[src/hw/vis_map.svh]
`ifndef VIS_MAP_SVH
`define VIS_MAP_SVH

`define VIS_NSLOT      21
`define VIS_RANK_W     5
`define VIS_VEC_W      16
`define VIS_RESET_VEC  16'h0000
`define VIS_VEC_BASE   16'h0003
`define VIS_VEC_STEP   16'h0008
`define VIS_RSV_A      8
`define VIS_RSV_B      17
`define VIS_HWCLR_N    4
`define VIS_GLOBAL_BIT 7
`define VIS_CCF_N      5
`define VIS_CCF_MAX    8

`endif

[src/hw/vis_pkg.sv]
`include "vis_map.svh"
package vis_pkg;

  typedef logic [`VIS_RANK_W-1:0] vis_rank_t;
  typedef logic [`VIS_VEC_W-1:0]  vis_vec_t;
  typedef logic [`VIS_NSLOT-1:0]  vis_slots_t;

  typedef enum logic {VIS_BOOT, VIS_RUN} vis_phase_t;

  typedef struct packed {
    vis_phase_t                phase;
    logic                      ext_input_two_level_meta;
    logic                      ext_input_two_level_sync;
    logic                      irq_req;
    vis_vec_t                  vec;
    vis_rank_t                 win_rank;
    logic                      win_hi;
    logic                      svc_low;
    logic                      svc_high;
    logic [`VIS_HWCLR_N-1:0]   hw_clear;
  } vis_state_t;

  function automatic vis_vec_t vis_vec_of(input vis_rank_t r);
    return `VIS_VEC_BASE + vis_vec_t'(r) * `VIS_VEC_STEP;
  endfunction

endpackage

[src/hw/vis_if.sv]
`timescale 1ns/1ps
`include "vis_map.svh"
interface vis_if;
  vis_pkg::vis_slots_t req;
  vis_pkg::vis_slots_t hi;
  vis_pkg::vis_rank_t  win_rank;
  logic                win_valid;
  logic                win_hi;

  modport ask  (output req, hi, input win_rank, win_valid, win_hi);
  modport rank (input req, hi, output win_rank, win_valid, win_hi);
endinterface

[src/hw/vis_top.sv]
`timescale 1ns/1ps
`include "vis_map.svh"
module vis_top #(
  parameter int CAPCOMP_N = `VIS_CCF_N
) (
  input  wire logic                   clk,
  input  wire logic                   rst,
  input  wire logic                   ce,
  input  wire logic                   ext0_pending,
  input  wire logic                   timer0_overflow_flag,
  input  wire logic                   ext1_pending,
  input  wire logic                   timer1_overflow_flag,
  input  wire logic                   serial0_receive_flag,
  input  wire logic                   serial0_transmit_flag,
  input  wire logic                   timer2_high_overflow,
  input  wire logic                   timer2_low_overflow,
  input  wire logic                   spi_transfer_done,
  input  wire logic                   spi_write_collision,
  input  wire logic                   spi_mode_fault,
  input  wire logic                   spi_receive_overrun,
  input  wire logic                   twowire_unit_a_flag,
  input  wire logic                   conv_window_flag,
  input  wire logic                   conv_done_flag,
  input  wire logic                   counter_array_overflow,
  input  wire logic [CAPCOMP_N-1:0]   capcomp_module_flag,
  input  wire logic                   cmp0_falling_flag,
  input  wire logic                   cmp0_rising_flag,
  input  wire logic                   cmp1_falling_flag,
  input  wire logic                   cmp1_rising_flag,
  input  wire logic                   timer3_high_overflow,
  input  wire logic                   timer3_low_overflow,
  input  wire logic                   ext_input_two_level,
  input  wire logic                   serial1_receive_flag,
  input  wire logic                   serial1_transmit_flag,
  input  wire logic                   twowire_unit_b_flag,
  input  wire logic                   timer4_high_overflow,
  input  wire logic                   timer4_low_overflow,
  input  wire logic                   timer5_high_overflow,
  input  wire logic                   timer5_low_overflow,
  input  wire logic [7:0]             int_enable_reg,
  input  wire logic [7:0]             ext_enable_reg_a,
  input  wire logic [7:0]             ext_enable_reg_b,
  input  wire logic [6:0]             int_priority_reg,
  input  wire logic [7:0]             ext_priority_reg_a,
  input  wire logic [7:0]             ext_priority_reg_b,
  input  wire logic                   irq_ack,
  input  wire logic                   irq_reti,
  output      logic                   irq_request,
  output      vis_pkg::vis_vec_t      irq_vector,
  output      logic [`VIS_HWCLR_N-1:0] hw_flag_clear,
  output      logic [1:0]             service_level
);

  if (CAPCOMP_N < 1 || CAPCOMP_N > `VIS_CCF_MAX) begin : g_chk
    $error("CAPCOMP_N out of range");
  end

  localparam vis_pkg::vis_state_t VIS_RST_S = '{
    phase:    vis_pkg::VIS_BOOT,
    ext_input_two_level_meta: 1'b0,
    ext_input_two_level_sync: 1'b0,
    irq_req:  1'b1,
    vec:      `VIS_RESET_VEC,
    win_rank: '0,
    win_hi:   1'b0,
    svc_low:  1'b0,
    svc_high: 1'b0,
    hw_clear: '0
  };

  vis_pkg::vis_state_t s;
  vis_pkg::vis_state_t next_s;

  vis_pkg::vis_slots_t raw;
  vis_pkg::vis_slots_t en;
  vis_pkg::vis_slots_t pri;
  vis_pkg::vis_slots_t masked;
  logic                global_on;
  logic                take;
  logic                eligible;

  vis_if arb ();

  vis_rank u_rank (
    .bus (arb.rank)
  );

  // Flags come from peripheral logic on this clock; only the level
  // input two is a pin and goes through the synchroniser in s.
  assign raw[0]  = ext0_pending;
  assign raw[1]  = timer0_overflow_flag;
  assign raw[2]  = ext1_pending;
  assign raw[3]  = timer1_overflow_flag;
  assign raw[4]  = serial0_receive_flag | serial0_transmit_flag;
  assign raw[5]  = timer2_high_overflow | timer2_low_overflow;
  assign raw[6]  = spi_transfer_done | spi_write_collision
                 | spi_mode_fault | spi_receive_overrun;
  assign raw[7]  = twowire_unit_a_flag;
  assign raw[`VIS_RSV_A] = 1'b0;
  assign raw[9]  = conv_window_flag;
  assign raw[10] = conv_done_flag;
  assign raw[11] = counter_array_overflow
                 | (|capcomp_module_flag);
  assign raw[12] = cmp0_falling_flag | cmp0_rising_flag;
  assign raw[13] = cmp1_falling_flag | cmp1_rising_flag;
  assign raw[14] = timer3_high_overflow | timer3_low_overflow;
  assign raw[15] = s.ext_input_two_level_sync;
  assign raw[16] = serial1_receive_flag | serial1_transmit_flag;
  assign raw[`VIS_RSV_B] = 1'b0;
  assign raw[18] = twowire_unit_b_flag;
  assign raw[19] = timer4_high_overflow | timer4_low_overflow;
  assign raw[20] = timer5_high_overflow | timer5_low_overflow;

  // Slot n maps onto enable and priority bit n of the register chain
  // int[6:0], ext_a[7:0], ext_b[5:0]; the reserved slots have raw
  // tied low, so their register bits steer nothing.
  assign en  = {ext_enable_reg_b[5:0], ext_enable_reg_a,
                int_enable_reg[6:0]};
  assign pri = {ext_priority_reg_b[5:0], ext_priority_reg_a,
                int_priority_reg};

  assign global_on = int_enable_reg[`VIS_GLOBAL_BIT];
  assign masked    = raw & en & {`VIS_NSLOT{global_on}};

  assign arb.req = masked;
  assign arb.hi  = pri;

  assign take = s.irq_req & irq_ack;

  // Nothing beats an active high routine; a low routine only yields
  // to a high-level winner.
  assign eligible = arb.win_valid & ~s.svc_high
                  & (~s.svc_low | arb.win_hi);

  always_comb begin
    next_s           = s;
    next_s.hw_clear  = '0;
    next_s.ext_input_two_level_meta = ext_input_two_level;
    next_s.ext_input_two_level_sync = s.ext_input_two_level_meta;
    unique case (s.phase)
      vis_pkg::VIS_BOOT: begin
        // Reset request stands until the core takes it; others wait
        if (irq_ack) begin
          next_s.phase   = vis_pkg::VIS_RUN;
          next_s.irq_req = 1'b0;
        end
      end
      vis_pkg::VIS_RUN: begin
        if (irq_reti) begin
          if (s.svc_high) begin
            next_s.svc_high = 1'b0;
          end else begin
            next_s.svc_low = 1'b0;
          end
        end
        if (take) begin
          if (s.win_hi) begin
            next_s.svc_high = 1'b1;
          end else begin
            next_s.svc_low = 1'b1;
          end
          // Only the four lowest ranks are cleared by hardware
          if (s.win_rank < `VIS_HWCLR_N) begin
            next_s.hw_clear[s.win_rank[1:0]] = 1'b1;
          end
        end
        // Decoded fresh every cycle: one cycle from flag to strobe, three for the synchronised level input two
        next_s.irq_req = eligible & ~take;
        if (eligible) begin
          next_s.win_rank = arb.win_rank;
          next_s.win_hi   = arb.win_hi;
          next_s.vec      = vis_pkg::vis_vec_of(arb.win_rank);
        end
      end
    endcase
  end

  always_ff @(posedge clk or posedge rst) begin
    if (rst) begin
      s <= VIS_RST_S;
    end else if (ce) begin
      s <= next_s;
    end
  end

  assign irq_request   = s.irq_req;
  assign irq_vector    = s.vec;
  assign hw_flag_clear = s.hw_clear;
  assign service_level = {s.svc_high, s.svc_low};

  localparam vis_pkg::vis_rank_t VIS_RK_A = vis_pkg::vis_rank_t'(`VIS_RSV_A);
  localparam vis_pkg::vis_rank_t VIS_RK_B = vis_pkg::vis_rank_t'(`VIS_RSV_B);

  logic run;
  assign run = (s.phase == vis_pkg::VIS_RUN);
endmodule

[src/hw/vis_rank.sv]
`timescale 1ns/1ps
`include "vis_map.svh"
module vis_rank (
  vis_if.rank bus
);

  // Lowest set slot; bit rank_w is the found flag
  function automatic logic [`VIS_RANK_W:0] vis_lowest(
    input vis_pkg::vis_slots_t v);
    logic [`VIS_RANK_W:0] res;
    res = '0;
    for (int i = `VIS_NSLOT - 1; i >= 0; i--) begin
      if (v[i]) begin
        res = {1'b1, vis_pkg::vis_rank_t'(i)};
      end
    end
    return res;
  endfunction

  logic [`VIS_RANK_W:0] hi_pick;
  logic [`VIS_RANK_W:0] lo_pick;

  always_comb begin
    hi_pick = vis_lowest(bus.req & bus.hi);
    lo_pick = vis_lowest(bus.req & ~bus.hi);
    // High level first, fixed rank inside a level
    if (hi_pick[`VIS_RANK_W]) begin
      bus.win_valid = 1'b1;
      bus.win_hi    = 1'b1;
      bus.win_rank  = hi_pick[`VIS_RANK_W-1:0];
    end else begin
      bus.win_valid = lo_pick[`VIS_RANK_W];
      bus.win_hi    = 1'b0;
      bus.win_rank  = lo_pick[`VIS_RANK_W-1:0];
    end
  end

endmodule

[config.mk]
export PLATFORM = sky130hd
export DESIGN_NAME = vis_top
export DESIGN_NICKNAME = d
export VERILOG_FILES = /design/src/hw/vis_pkg.sv /design/src/hw/vis_if.sv /design/src/hw/vis_top.sv /design/src/hw/vis_rank.sv
export VERILOG_INCLUDE_DIRS = /design/src /design/src/hw
export SDC_FILE = /design/constraint.sdc
export NUM_CORES = 1
export LEC_CHECK = 0
export BUFFER_PORTS_ARGS = -buffer_cell sky130_fd_sc_hd__buf_2
export CORE_ASPECT_RATIO = 0.7
export CORE_MARGIN = 2
export CORE_UTILIZATION = 47
export CTS_CLUSTER_DIAMETER = 50
export DETAILED_ROUTE_END_ITERATION = 8
export PLACE_DENSITY = 0.95
export SYNTH_ARGS = -nofsm -noshare
export SYNTH_HDL_FRONTEND = slang
export SYNTH_SLANG_ARGS = --single-unit
[constraint.sdc]
create_clock -name clk -period 4.3 [get_ports clk]
set_input_delay 0.215 -clock clk [delete_from_list [all_inputs] [get_ports clk]]
set_output_delay 0.215 -clock clk [all_outputs]
set_load 0.01 [all_outputs]
==> flow_metrics.env <==
export IMPL_outcome="finished, final reports clean"
export IMPL_setup_viol=0
export IMPL_gr_total_overflow=0
export IMPL_postSynth_asyncResetShare_pct=100.0
export IMPL_dpl_hpwl_um=3889
export IMPL_clk_pin_slew_ps=60
export IMPL_dieArea_um2=4381
export IMPL_gp_congestion=0.9265
export IMPL_cts_root_buf="clkbuf_8"
export IMPL_drc_errors=0
export IMPL_start_kind="primary input"
export IMPL_crit_start="int_enable_reg[7]"
export IMPL_hold_viol_final=0
export IMPL_crit_path_end_kind="flop"
export IMPL_cts_buffers=3
export IMPL_die_w_um=78.26
export IMPL_leakagePower_nw=1.045
export IMPL_fillCellCount=346
export IMPL_rows=18
export IMPL_grt_max_degree=39
export IMPL_fin_nets=382
export IMPL_grtUsageTotal_pct=20.91
export IMPL_fin_crit_ps=2213
export IMPL_firstDrtPassIters=4
export IMPL_power_density_nw_per_um2=273.6
export IMPL_antenna_found_initial=0
export IMPL_vias=1948
export IMPL_slew_headroom_pct=57.33
export IMPL_cp_max_fo=38
export IMPL_cpMostUsedCell="o21ai_2"
export IMPL_min_path_type="in2async"
export IMPL_worstPathCellList="buf_2 > o211ai_1 > o21ai_1 > nor3_2 > nand3_2 > o21ai_2 > or3b_4 > o21ai_2"
export IMPL_grt_pass1_wl_um=7596
export IMPL_hold_ws_ps=34.85
export IMPL_start_util_pct=50.35
export IMPL_coreArea_um2=3603
export IMPL_synth_edf_count=0
export IMPL_drtAntennaViolNets=0
export IMPL_final_common_cell="buf_2"
export IMPL_cp_required_ps=4480
export IMPL_yosys_area_top_type_share_pct=22.07
export IMPL_final_setup_tns_ps=0
export IMPL_diodes=0
export IMPL_worst_pin_slew_ps=640.0
export IMPL_fin_skew_ps=1.637
export IMPL_die_h_um=55.98
export IMPL_wl_per_cell_um=13.26
export IMPL_fmax_mhz=451.8
export IMPL_clockBufferDepth=2
export IMPL_cts_resized=0
export IMPL_finalPower_mw=0.5973
export IMPL_max_cap_viol_count=0
export IMPL_worstSetupPathType="in2reg"
export IMPL_port_buffers=92
export IMPL_seq_area_um2=426.7
export IMPL_numClockSinks=17
export IMPL_ir_worst_vdd_v=0.0001558
export IMPL_yosysTopAreaCell="dfrtp_1"
export IMPL_cts_tree="yes"
export IMPL_syn_mean_instance_area_um2=8.322
export IMPL_final_cell_mix="buf_2 (92), nand2_1 (22), dfrtp_1 (16)"
export IMPL_fin_crit_sh_pct=51.47
export IMPL_insertion_delay_ps=250
export IMPL_fin_ws_ps=2087
export IMPL_timing_rr_start="raw[15]"
export IMPL_synthFlopType="dfrtp_1"
export IMPL_critPathMaxStageDelay_ps=500
export IMPL_ys_seq_area_share_pct=23.52
export IMPL_area_delta_synth_final_pct=20.34
export IMPL_vias_per_cell=5.663
export IMPL_syn_area_um2=1814
export IMPL_post_cts_repair_setup_buffers=0
export IMPL_pre_cts_slack_ps=1836
export IMPL_critical_path_reg2reg_endpoint="s[8]"
export IMPL_cp_slowest_cell="buf_2"
export IMPL_yosysUniqueCellTypes=53
export IMPL_grt_pass1_vias=1747
export IMPL_io_pins=110
export IMPL_multi_input_area_um2=1161
export IMPL_synthCells=218
export IMPL_rsz0062_at_grt="no"
export IMPL_drv_slew=0
export IMPL_wirelength_um=4560
export IMPL_htreeDepth=1
export IMPL_drive_gt1_share_pct=41.16
export IMPL_initialDrtViolationCount=181
export IMPL_yosys_warnings=0
export IMPL_reg2reg_depth=7
export IMPL_r2r_slack_ps=2160
export IMPL_cts_hold_buf=0
export IMPL_synth_ff_latch_count=17
export IMPL_synth_area_leaders="dfrtp_1 (22%), buf_4 (9.5%), nand2_1 (4.6%)"
export IMPL_crit_arrival_ps=2400
-- worst max-delay path, delay by kind of cell --
kind	cells	cell delay, ps
AOI/OAI and AO/OA	4	980
buffers and inverters	1	500
and+or+nand+nor	3	690
-- how the worst max path moves through the flow --
stage,end,slack (ps),cells past startpoint
6_report,s[8],2090,8
3_5_place_dp,s[8],1840,8
5_1_grt,s[8],1890,8
3_3_place_gp,s[8],1910,8
4_1_cts,s[8],2100,8
2_1_floorplan,s[10],2590,7
-- report_power, final --
part	total (mW)	internal (mW)	leakage [nW]	switching [mW]
clock network	0.115	0.0642	0.0255	0.0511
logic	0.251	0.110	0.811	0.141
registers	0.231	0.199	0.208	0.0323
total	0.597	0.373	1.04	0.225
-- cell type report --
type | count | area share (%)
clock buffer | 3 | 1.891
clock inverter | 1 | 0.2292
inverter | 7 | 1.203
multi-input combinational | 174 | 53.18
sequential | 17 | 19.54
tap | 50 | 2.865
timing repair buffer | 92 | 21.09
-- kinds of logic (layout without fill, tap and decap cells) --
| logic type | Yosys count | in the layout | share of synthesized area, % |
|---|---|---|---|
| mux | 2 | 2 | 1.241 |
| buf+inv | 35 | 103 | 14.14 |
| other cells | 1 | 9 | 0.2067 |
| simple gates | 92 | 92 | 30.34 |
| flops | 17 | 17 | 23.52 |
| compound gates | 71 | 71 | 30.55 |
-- flip-flops by register name, summed over array words and instances (netlist names) --
| name | cells |
|---|---|
| s | 6 |
| hw_flag_clear | 4 |
| service_level | 2 |
| irq_request | 1 |
| irq_vector | 1 |
| next_s | 1 |
| raw | 1 |
| run | 1 |
-- Yosys cell counts (2+ instances only) --
cell and count:
a21boi_0 2, a21oi_1 9, a31oi_1 3, a32o_1 2, a32oi_1 2, and4b_1 2
buf_4 23, buf_6 3, dfrtp_1 16, inv_1 7, mux2_2 2, nand2_1 22
nand2b_1 5, nand3_1 7, nand4_1 10, nand4b_1 5, nor2_1 15, nor2b_1 4
nor3_1 3, nor3_2 2, nor4_1 5, nor4_4 2, o2111a_1 2, o2111ai_1 6
o211ai_1 6, o211ai_2 2, o21ai_0 11, o21ai_1 7, o21ai_2 3, o22ai_2 3
o2bb2ai_1 2, o311ai_0 2, or2_2 3
-- per-layer routing --
metal / global-route usage (%) / vias to the layer above / wire, µm
met4: 3.258 / 0 / 10
met5: 0 / - / 0
met1: 29.36 / 883 / 2001
li1: - / 959 / -
met2: 33.25 / 104 / 1998
met3: 5.195 / 2 / 549
-- metrics by stage --
| stage | instances | utilization, % | instance area, µm² |
|---|---|---|---|
| after floorplan | 226 | - | 1844 |
| after global placement | 340 | 59.31 | 2137 |
| after detailed placement | 340 | 59.31 | 2137 |
| after CTS | 344 | 60.59 | 2183 |
| after global routing | 344 | 60.59 | 2183 |
| final | 344 | 60.59 | 2183 |
Power figures use the tool's default switching activity.
